<file path="config.mk">
export PLATFORM = sky130hd
export DESIGN_NAME = gamma_dac_serial_loader
export DESIGN_NICKNAME = d
export VERILOG_FILES = /design/src/rtl/gamma_dac_pkg.sv /design/src/rtl/sync_bit.sv /design/src/rtl/gamma_dac_serial_loader.sv
export SDC_FILE = /design/constraint.sdc
export NUM_CORES = 1
export LEC_CHECK = 0
export ABC_CLOCK_PERIOD_IN_PS = 15900
export BUFFER_PORTS_ARGS = -buffer_cell sky130_fd_sc_hd__buf_2
export CAP_MARGIN = 30
export CORE_MARGIN = 3
export CORE_UTILIZATION = 45
export CTS_BUF_LIST = sky130_fd_sc_hd__clkbuf_16
export CTS_CLUSTER_DIAMETER = 120
export DETAILED_ROUTE_END_ITERATION = 12
export GPL_TIMING_DRIVEN = 1
export HOLD_SLACK_MARGIN = 0.02
export PLACE_DENSITY = 0.67
export SLEW_MARGIN = 15
export SYNTH_ARGS = -nofsm -noshare
export SYNTH_HDL_FRONTEND = slang
export SYNTH_SLANG_ARGS = --single-unit
</file>
<file path="constraint.sdc">
create_clock -name mclk_i -period 15.9 [get_ports mclk_i]
set_input_delay 3.18 -clock mclk_i [delete_from_list [all_inputs] [get_ports mclk_i]]
set_output_delay 3.18 -clock mclk_i [all_outputs]
set_load 0.01 [all_outputs]
</file>
<file path="src/rtl/gamma_dac_pkg.sv">
// Package: constants and types for the gamma DAC serial loader
package gamma_dac_pkg;

    // --------------------------------------------------------------
    // Frame layout
    // --------------------------------------------------------------
    localparam int FRAME_BITS   = 17;
    localparam int ADDR_BITS    = 5;
    localparam int LEVEL_BITS   = 10;
    localparam int NUM_LEVELS   = 19;
    localparam int COMMON_INDEX = 18;
    localparam int CNT_BITS     = 5;
    localparam logic [CNT_BITS-1:0] FRAME_BITS_C = 5'h11;

    // --------------------------------------------------------------
    // Memory read sequence
    // --------------------------------------------------------------
    localparam int MEM_ADDR_BITS = 6;
    localparam int MEM_WORD_BITS = 16;
    localparam int MEM_CMD_BITS  = 9;                // start, opcode, address
    localparam logic [2:0] MEM_READ_HDR = 3'h6;      // Start bit 1, opcode 10
    localparam logic [MEM_ADDR_BITS-1:0] MEM_LAST_ADDR  = 6'h12;
    localparam logic [MEM_ADDR_BITS-1:0] MEM_FIRST_ADDR = 6'h00;

    // --------------------------------------------------------------
    // Reset values and refresh pacing
    // --------------------------------------------------------------
    localparam logic [LEVEL_BITS-1:0] LEVEL_RESET = 10'h000;
    localparam int MCLK_HZ         = 40_000_000;
    localparam int INT_OSC_HZ      = 80_000;
    localparam int INT_OSC_HALF    = MCLK_HZ / (2 * INT_OSC_HZ);   // Cycles per half period
    localparam logic [8:0] INT_OSC_HALF_C = 9'(INT_OSC_HALF);
    localparam int POR_TIME_US     = 100;
    localparam int POR_CYCLES      = (POR_TIME_US * (MCLK_HZ / 1_000_000));

    // --------------------------------------------------------------
    // Types
    // --------------------------------------------------------------
    typedef struct packed {
        logic                  test_bit;
        logic                  osc_ext;
        logic [ADDR_BITS-1:0]  addr;
        logic [LEVEL_BITS-1:0] level;
    } frame_t;

    typedef enum logic [1:0] {
        AR_IDLE = 2'b00,
        AR_CMD  = 2'b01,
        AR_DATA = 2'b10,
        AR_GAP  = 2'b11
    } ar_state_t;

endpackage

</file>
<file path="src/rtl/sync_bit.sv">
// Two flip-flop synchroniser for a single level from outside the clock domain
module sync_bit (
    input  wire logic mclk_i,
    input  wire logic sys_rst_i,
    input  wire logic d_i,
    output logic      q_o
);
    // --------------------------------------------------------------
    // Synchroniser chain
    // --------------------------------------------------------------
    logic meta_ff;

    // First stage feeds only the second stage
    always_ff @(posedge mclk_i or posedge sys_rst_i) begin
        if (sys_rst_i) begin
            meta_ff <= 1'b0;
            q_o     <= 1'b0;
        end else begin
            meta_ff <= d_i;
            q_o     <= meta_ff;
        end
    end
endmodule

</file>
<file path="src/rtl/gamma_dac_serial_loader.sv">
// Gamma DAC serial loader: three-wire frame receiver, memory auto-read, refresh pacing
// What this block does
// - Shift serial_in on serial clock rise, strobe low
// - Strobe rise writes frame to addressed register
// - Short frames are discarded, registers unchanged
// - Long frames keep only last 17 bits
// - Second bit selects internal or external refresh
// - Bits d2-d6 address, d7-d16 level, MSB first
// - Addresses 0-17 gamma, 18 common output
// - Reset clears every level register to zero
// - Supply-up reset initialises receiver, sequencer, registers
// - Memory pins change and sample on falling edges
// - Send start, read opcode, address; capture word
// - Memory word loads like a host frame
// - Read addresses 00H to 12H, then wrap
// - Repeat reads while autoload_disable is low
// - autoload_disable high stops reads, releases pins
// - Word D15 is d1, D14-D10 address, D9-D0 level
// - Refresh sample-and-hold paced by selected oscillator
// - Thermal shutdown disables all outputs until cooled
// - autoload_disable low enables, high disables auto-read
module gamma_dac_serial_loader
    import gamma_dac_pkg::*;
(
    input  wire logic                                  mclk_i,
    input  wire logic                                  sys_rst_i,
    input  wire logic                                  serial_clk_i,
    input  wire logic                                  serial_in_i,
    input  wire logic                                  load_strobe_i,
    input  wire logic                                  autoload_disable_i,
    input  wire logic                                  mem_data_in_i,
    input  wire logic                                  refresh_osc_pin_i,
    input  wire logic                                  thermal_shutdown_i,
    output logic                                       mem_select_o,
    output logic                                       mem_select_oe_o,
    output logic                                       mem_cmd_out_o,
    output logic                                       mem_cmd_out_oe_o,
    output logic [gamma_dac_pkg::NUM_LEVELS-1:0][gamma_dac_pkg::LEVEL_BITS-1:0] level_o,
    output logic                                       outputs_enable_o,
    output logic                                       osc_ext_o,
    output logic                                       refresh_tick_o,
    output logic [gamma_dac_pkg::CNT_BITS-1:0]         refresh_ch_o
);
    import gamma_dac_pkg::*;

    // --------------------------------------------------------------
    // Input synchronisers
    // --------------------------------------------------------------
    logic sclk_s;                  // Serial clock
    logic ser_in_s;                // Host data bit
    logic strobe_s;                // Load strobe
    logic ardis_s;                 // Auto-read disable level
    logic mdi_s;                   // Memory data bit
    logic oscp_s;                  // External refresh clock
    logic hot_s;                   // Over-temperature level
    logic sclk_d_ff;
    logic strobe_d_ff;
    logic oscp_d_ff;

    // Every pin has its own two-flop chain; all chains share one latency,
    // so data and clock keep their relative order after synchronisation
    sync_bit u_sync_sclk (
        .mclk_i    (mclk_i),
        .sys_rst_i (sys_rst_i),
        .d_i       (serial_clk_i),
        .q_o       (sclk_s)
    );
    sync_bit u_sync_sin (
        .mclk_i    (mclk_i),
        .sys_rst_i (sys_rst_i),
        .d_i       (serial_in_i),
        .q_o       (ser_in_s)
    );
    sync_bit u_sync_stb (
        .mclk_i    (mclk_i),
        .sys_rst_i (sys_rst_i),
        .d_i       (load_strobe_i),
        .q_o       (strobe_s)
    );
    sync_bit u_sync_ard (
        .mclk_i    (mclk_i),
        .sys_rst_i (sys_rst_i),
        .d_i       (autoload_disable_i),
        .q_o       (ardis_s)
    );
    sync_bit u_sync_mdi (
        .mclk_i    (mclk_i),
        .sys_rst_i (sys_rst_i),
        .d_i       (mem_data_in_i),
        .q_o       (mdi_s)
    );
    sync_bit u_sync_osc (
        .mclk_i    (mclk_i),
        .sys_rst_i (sys_rst_i),
        .d_i       (refresh_osc_pin_i),
        .q_o       (oscp_s)
    );
    sync_bit u_sync_hot (
        .mclk_i    (mclk_i),
        .sys_rst_i (sys_rst_i),
        .d_i       (thermal_shutdown_i),
        .q_o       (hot_s)
    );

    // Edge detectors look at synchronised copies only
    // A strobe held high through reset shows one false rise after release;
    // it only clears the already empty bit counter, so no load follows
    always_ff @(posedge mclk_i or posedge sys_rst_i) begin
        if (sys_rst_i) begin
            sclk_d_ff   <= 1'b0;
            strobe_d_ff <= 1'b0;
            oscp_d_ff   <= 1'b0;
        end else begin
            sclk_d_ff   <= sclk_s;
            strobe_d_ff <= strobe_s;
            oscp_d_ff   <= oscp_s;
        end
    end

    logic sclk_rise;
    logic sclk_fall;
    logic strobe_rise;
    logic oscp_rise;
    assign sclk_rise   = sclk_s & ~sclk_d_ff;
    assign sclk_fall   = ~sclk_s & sclk_d_ff;
    assign strobe_rise = strobe_s & ~strobe_d_ff;
    assign oscp_rise   = oscp_s & ~oscp_d_ff;

    // --------------------------------------------------------------
    // Host frame receiver
    // --------------------------------------------------------------
    logic [FRAME_BITS-1:0] host_sr_ff;
    logic [CNT_BITS-1:0]   host_cnt_ff;
    logic                  host_load;

    // Count saturates at 17 so an over-long frame still counts as complete
    always_ff @(posedge mclk_i or posedge sys_rst_i) begin
        if (sys_rst_i) begin
            host_sr_ff  <= '0;
            host_cnt_ff <= '0;
        end else if (strobe_rise) begin
            host_cnt_ff <= '0;
        end else if (!strobe_s && sclk_rise) begin
            host_sr_ff <= {host_sr_ff[FRAME_BITS-2:0], ser_in_s};
            if (host_cnt_ff != FRAME_BITS_C) begin
                host_cnt_ff <= host_cnt_ff + 5'h01;
            end
        end
    end

    // Only a full frame may reach the register bank
    assign host_load = strobe_rise && (host_cnt_ff == FRAME_BITS_C);

    // --------------------------------------------------------------
    // Auto-read sequencer
    // --------------------------------------------------------------
    ar_state_t                 ar_state_ff;
    logic [MEM_CMD_BITS-1:0]   cmd_sr_ff;
    logic [MEM_WORD_BITS-1:0]  word_sr_ff;
    logic [CNT_BITS-1:0]       bit_cnt_ff;
    logic [MEM_ADDR_BITS-1:0]  mem_addr_ff;
    logic                      mem_load_ff;
    logic                      ar_enable;

    // The disable input is a plain level; reads restart from the first word
    // every time it goes low again, so a partial pass is never resumed
    assign ar_enable = ~ardis_s;

    // Pin updates and samples happen on a serial clock fall, except the clear of both pins while disabled
    always_ff @(posedge mclk_i or posedge sys_rst_i) begin
        if (sys_rst_i) begin
            ar_state_ff   <= AR_IDLE;
            cmd_sr_ff     <= '0;
            word_sr_ff    <= '0;
            bit_cnt_ff    <= '0;
            mem_addr_ff   <= MEM_FIRST_ADDR;
            mem_load_ff   <= 1'b0;
            mem_select_o  <= 1'b0;
            mem_cmd_out_o <= 1'b0;
        end else begin
            mem_load_ff <= 1'b0;
            if (!ar_enable) begin
                ar_state_ff   <= AR_IDLE;
                mem_addr_ff   <= MEM_FIRST_ADDR;
                mem_select_o  <= 1'b0;
                mem_cmd_out_o <= 1'b0;
            end else if (sclk_fall) begin
                case (ar_state_ff)
                    AR_IDLE: begin
                        // Select and first command bit go out together
                        mem_select_o  <= 1'b1;
                        mem_cmd_out_o <= MEM_READ_HDR[2];
                        cmd_sr_ff     <= {MEM_READ_HDR[1:0], mem_addr_ff, 1'b0};
                        bit_cnt_ff    <= 5'h01;
                        ar_state_ff   <= AR_CMD;
                    end
                    AR_CMD: begin
                        if (bit_cnt_ff == 5'(MEM_CMD_BITS)) begin
                            mem_cmd_out_o <= 1'b0;
                            bit_cnt_ff    <= '0;
                            ar_state_ff   <= AR_DATA;
                        end else begin
                            mem_cmd_out_o <= cmd_sr_ff[MEM_CMD_BITS-1];
                            cmd_sr_ff     <= {cmd_sr_ff[MEM_CMD_BITS-2:0], 1'b0};
                            bit_cnt_ff    <= bit_cnt_ff + 5'h01;
                        end
                    end
                    AR_DATA: begin
                        word_sr_ff <= {word_sr_ff[MEM_WORD_BITS-2:0], mdi_s};
                        bit_cnt_ff <= bit_cnt_ff + 5'h01;
                        if (bit_cnt_ff == 5'(MEM_WORD_BITS - 1)) begin
                            mem_select_o <= 1'b0;
                            mem_load_ff  <= 1'b1;
                            ar_state_ff  <= AR_GAP;
                        end
                    end
                    AR_GAP: begin
                        // Two deselected clocks between words (this state, then idle); the address steps here
                        mem_addr_ff <= (mem_addr_ff == MEM_LAST_ADDR) ?
                                       MEM_FIRST_ADDR : mem_addr_ff + 6'h01;
                        ar_state_ff <= AR_IDLE;
                    end
                    default: ar_state_ff <= AR_IDLE;
                endcase
            end
        end
    end

    // Pins float while another master owns the memory
    always_ff @(posedge mclk_i or posedge sys_rst_i) begin
        if (sys_rst_i) begin
            mem_select_oe_o  <= 1'b0;
            mem_cmd_out_oe_o <= 1'b0;
        end else begin
            mem_select_oe_o  <= ar_enable;
            mem_cmd_out_oe_o <= ar_enable;
        end
    end

    // --------------------------------------------------------------
    // Frame selection: memory word mapped into frame positions
    // --------------------------------------------------------------
    frame_t frame;
    logic   do_load;

    // Test bit forced to zero for memory words; D15 lands on d1
    always_comb begin
        if (mem_load_ff) begin
            frame = frame_t'({1'b0, word_sr_ff});
        end else begin
            frame = frame_t'(host_sr_ff);
        end
    end
    // A host load in the same cycle as a memory word is lost; the memory
    // word wins because the same word comes round again on the next pass
    assign do_load = mem_load_ff | host_load;

    // --------------------------------------------------------------
    // Level register bank
    // --------------------------------------------------------------
    logic [NUM_LEVELS-1:0][LEVEL_BITS-1:0] level_ff;

    // Test bit is ignored; host keeps it zero. Unused addresses write nothing.
    always_ff @(posedge mclk_i or posedge sys_rst_i) begin
        if (sys_rst_i) begin
            for (int i = 0; i < NUM_LEVELS; i++) begin
                level_ff[i] <= LEVEL_RESET;
            end
        end else if (do_load && (frame.addr <= 5'(COMMON_INDEX))) begin
            level_ff[frame.addr] <= frame.level;
        end
    end

    // Oscillator mode bit travels with every accepted frame
    // Frames to unused addresses still carry a mode bit, so they update it
    always_ff @(posedge mclk_i or posedge sys_rst_i) begin
        if (sys_rst_i) begin
            osc_ext_o <= 1'b0;
        end else if (do_load) begin
            osc_ext_o <= frame.osc_ext;
        end
    end

    // --------------------------------------------------------------
    // Thermal gating of outputs
    // --------------------------------------------------------------
    // Levels are kept so outputs come back unchanged after cooling
    // Outputs lag the pin by the two sync flops plus this register
    always_ff @(posedge mclk_i or posedge sys_rst_i) begin
        if (sys_rst_i) begin
            level_o          <= '0;
            outputs_enable_o <= 1'b0;
        end else begin
            outputs_enable_o <= ~hot_s;
            level_o          <= hot_s ? '0 : level_ff;
        end
    end

    // --------------------------------------------------------------
    // Refresh pacing
    // --------------------------------------------------------------
    logic [8:0] osc_div_ff;
    logic       int_osc_ff;
    logic       int_rise;

    // Internal oscillator approximated by a divider of the system clock
    always_ff @(posedge mclk_i or posedge sys_rst_i) begin
        if (sys_rst_i) begin
            osc_div_ff <= '0;
            int_osc_ff <= 1'b0;
        end else if (osc_div_ff == INT_OSC_HALF_C - 9'h001) begin
            osc_div_ff <= '0;
            int_osc_ff <= ~int_osc_ff;
        end else begin
            osc_div_ff <= osc_div_ff + 9'h001;
        end
    end
    // The divider only approximates the nominal oscillator; a system clock
    // other than the package figure shifts the refresh rate with it
    assign int_rise = (osc_div_ff == INT_OSC_HALF_C - 9'h001) && !int_osc_ff;

    // One channel refreshed per oscillator period, round robin
    // The channel count runs apart from the levels; the amplifier side
    // reads the stored level of whichever channel this one names
    always_ff @(posedge mclk_i or posedge sys_rst_i) begin
        if (sys_rst_i) begin
            refresh_tick_o <= 1'b0;
            refresh_ch_o   <= '0;
        end else begin
            refresh_tick_o <= osc_ext_o ? oscp_rise : int_rise;
            if (refresh_tick_o) begin
                refresh_ch_o <= (refresh_ch_o == 5'(COMMON_INDEX)) ? '0 : refresh_ch_o + 5'h01;
            end
        end
    end
endmodule

</file>
==> results.md <==
- Run status: finished, final reports clean
- Sinks on the clock net: 477
- Clock insertion delay at the later pin of the skew report: 0.58 ns
- Mapped Nets: 1,212
- Initial Util: 45.71%
- Register-to-Register Path Depth: 7
- Count of maximum capacitance violations: 0
- Clock Pin Slew Worst Setup and Hold Paths: 0.06 ns
- Antenna Diode Count: 0
- Final Wtd Congestion: 0.7511
- Source of the worst hold timing path: u_sync_sin.meta_ff
- Final Slew Violations: 0
- Slack of the critical path: 11.07 ns
- Total detailed-routing wirelength: 37,000 um
- Predominant post-synthesis flop cell: dfrtp_1
- Worst R2R Setup Slack: 13.27 ns
- Placeable core area: 0.03874 sq mm
- Internal power contribution: 0.001925 W
- CP Capture Type: async pin
- Path type of the worst setup path: input pin to async pin
- Warnings from Yosys: 0
- Mean number of vias per cell: 4.916
- Worst hold path depth: 0
- CTS tree: yes
- Final min period: 4.826 ns
- Arrival time worst endpoint: 5.41 ns
- Fraction of the yosys area taken by sequential cells: 67.42%
- Cts bufs inserted: 49
- Unique cell type count in the Yosys netlist: 55
- Routed wl met3: 1514 um
- Layout cells sized above 1: 38.46%
- Mean cell area of the mapped netlist: 14.92 sq um
- Number of buffer cells added on primary ports: 210
- Combinational share of power: 6.7%
- Die area: 0.04176 sq mm
- Part of the total power dissipated in sequential elements: 49.1%
- Vias after detailed routing: 9,705
- Startpoint types: input pin
- Uppermost layer routed: met4
- Site row count: 72
- Unrepaired setup endpoints after global routing: no
- Width of the chip: 204.4 um
- Sw frac: 24.28%
- Length of routed wiring on met1: 16,890 um
- Tot GR Track Use: 17.93%
- Number of routed nets with antenna violations: 0
- Count of flip-flops with a built-in enable after synthesis: 0
- Net switching component of the power: 0.0006174 W
- Drt first-iter violations: 415
- DR pass1 iterations: 4
- Static leakage: 10.96 nW
- Most common cell after layout, fill and taps aside: dfrtp_1
- Power per cell area: 121.2 mW/mm^2
- Async S/R FF share, synth: 100.0%
- Worst-path maximum fanout: 199
- Vertical die dimension: 204.4 um
- Transition time of the tightest slew-check pin: 1.092 ns
- Layout Skew: 0.02156 ns
- Dpl hpwl: 22,600 um
- Post-synthesis cell area: 0.01771 sq mm
- IR Drop Worst-Case VDD: 0.08515 mV
- Number of post-CTS setup repair buffers: 0
- Number of buffers inserted by hold repair at cts: 0
- Number of setup violations in the final report: 0
- Synthesized flop and latch total: 477
- Area added between synthesis and finish: 18.44%
- Root Driver: clkbuf_16
- Vias in the first global route: 10,030
- Highest-count cells in the layout ignoring fill and taps: dfrtp_1, mux2_2, buf_2
- Antenna violations before repair: 0
- Post-CTS resize count: 0
- Wire length per cell after detailed routing: 18.74 um
- Global-route wire length before repair: 57,940 um
- Relative slew slack: 27.19%
- FF-to-FF End: level_ff[153]
- Portion of the clock cycle consumed by the worst path in the final layout: 30.35%
- Total grt overflow: 0
- Maximum number of pins on one net before global-route repair: 200
- Fmax achieved: 207.2 MHz
- End point of the worst hold path: u_sync_sin.q_o
- Net total in the final layout: 1,441
- Number of hold-slack violations in the final timing report: 0
- Number of remaining DRC errors: 0
- Setup TNS Final: 0 ns
- WP data required: 16.49 ns
- I/O pin total: 211
- Met2 Wirelength: 17,690 um
- Maximum buffer depth of the clock tree: 3
- Clock power frac: 44.1%
- Cells after Synth: 1,187
- Worst min-delay path category: flop to flop
- Launch instance of the worst register-to-register path: host_cnt_ff[1]
- Minimum setup slack after placement: 9.729 ns
- Maximum level of the CTS H-tree: 2
## power groups by stage
stage	Combinational [W]	Sequential, W	Clock, W
5_1_grt	0.000187	0.00125	0.00121
2_1_floorplan	0.0000934	0.00127	0
3_5_place_dp	0.000176	0.00127	0
6_report	0.000171	0.00125	0.00112
3_3_place_gp	0.000174	0.00127	0
4_1_cts	0.000177	0.00125	0.00115
## cell usage after synthesis, types with 2 or more instances
library cell  instances  area share [%]
xnor2_1               5            0.25
mux2i_1               7            0.40
nor3b_1               5            0.21
nor3_4               10            0.92
nor3_1                5            0.14
nand2_1              23            0.49
buf_6                 2            0.13
a31oi_2               6            0.42
or3b_2                2           0.099
and4bb_2              2            0.14
nor2_1               28            0.59
a21oi_1              13            0.37
mux2_1                6            0.38
clkbuf_1             38            0.81
buf_4                 2           0.085
a21o_1                2           0.085
a31oi_1               2           0.071
o41ai_1               3            0.15
xor2_1                6            0.30
a22o_1                2           0.099
buf_2                 4            0.11
nand4_1               3            0.11
nor4_4                5            0.60
o31ai_1               3            0.13
and2_1                2           0.071
nor3_2                4            0.23
o21ai_0              19            0.54
nor4bb_1              3            0.17
a211oi_1              2           0.085
mux2_2              227              14
ha_1                 16             1.1
nand3_1               8            0.23
inv_1                18            0.38
nor2b_1             197             7.0
nand2b_1              2           0.071
and3_1                7            0.25
nand3b_1              3            0.13
dfrtp_1             477              67
o211ai_1              2           0.085
## stage by stage
step	power, W	area [sq um]	std cells	hold slack [ns]	utilization [%]
2_1_floorplan	0.001359	17710	1187	0.3312	-
3_3_place_gp	0.001444	19310	1878	0.3329	49.85
3_5_place_dp	0.001447	19320	1880	0.3347	49.89
4_1_cts	0.002581	20910	1971	0.3429	53.98
5_1_grt	0.002644	20970	1974	0.3450	54.13
6_report	0.002543	20970	1974	0.3410	54.13
## how the worst max path moves through the flow
stage | slack [ns] | from | endpoint | depth (start not counted)
2_1_floorplan | 6.26 | sys_rst_i | ar_state_ff[0] | 1
3_3_place_gp | 9.78 | sys_rst_i | level_o[164] | 5
3_5_place_dp | 9.73 | sys_rst_i | level_o[28] | 5
4_1_cts | 10.33 | sys_rst_i | level_o[28] | 5
5_1_grt | 10.75 | sys_rst_i | level_ff[29] | 5
6_report | 11.07 | sys_rst_i | level_ff[29] | 5
## per-layer routing
layer | vias up | global-route usage [%]
met2 | 164 | 28.86
met4 | 0 | 4.989
met5 | - | 0
met3 | 61 | 3.472
li1 | 4488 | -
met1 | 4992 | 25.14
## kinds of logic after synthesis
| group | count (synthesis) | synth area share [%] |
|---|---|---|
| flip-flops | 477 | 67.42 |
| AND/OR/NAND/NOR | 317 | 11.82 |
| multiplexers | 240 | 15.21 |
| buffers and inverters | 66 | 1.555 |
| AO/OA/AOI/OAI | 60 | 2.325 |
| adder cells (fa/ha/maj) | 16 | 1.131 |
| XOR/XNOR | 11 | 0.5441 |
## flip-flops by register name (all words and copies together), names as in the netlist, 6 cells and up
signal and flops:
word_sr_ff 16, host_sr_ff 16, level_o 190, level_ff 190, osc_div_ff 9, mem_addr_ff 6
cmd_sr_ff 8
## worst max-delay path: stages
cell and delay [ns]:
buf_2 0.11, clkinvlp_4 0.08, buf_12 0.60, buf_4 0.43, buf_4 0.70
## final cells by class
class                      instances  area (sq um)
tap                              518         648.1
fill                            3269         17770
sequential                       477         11940
clock buffer                      51          1276
inverter                          19         75.07
clock inverter                    40         309.0
timing repair buffer             225          1211
multi-input combinational        644          5510
Note: power is estimated with default switching activity, not from simulation.
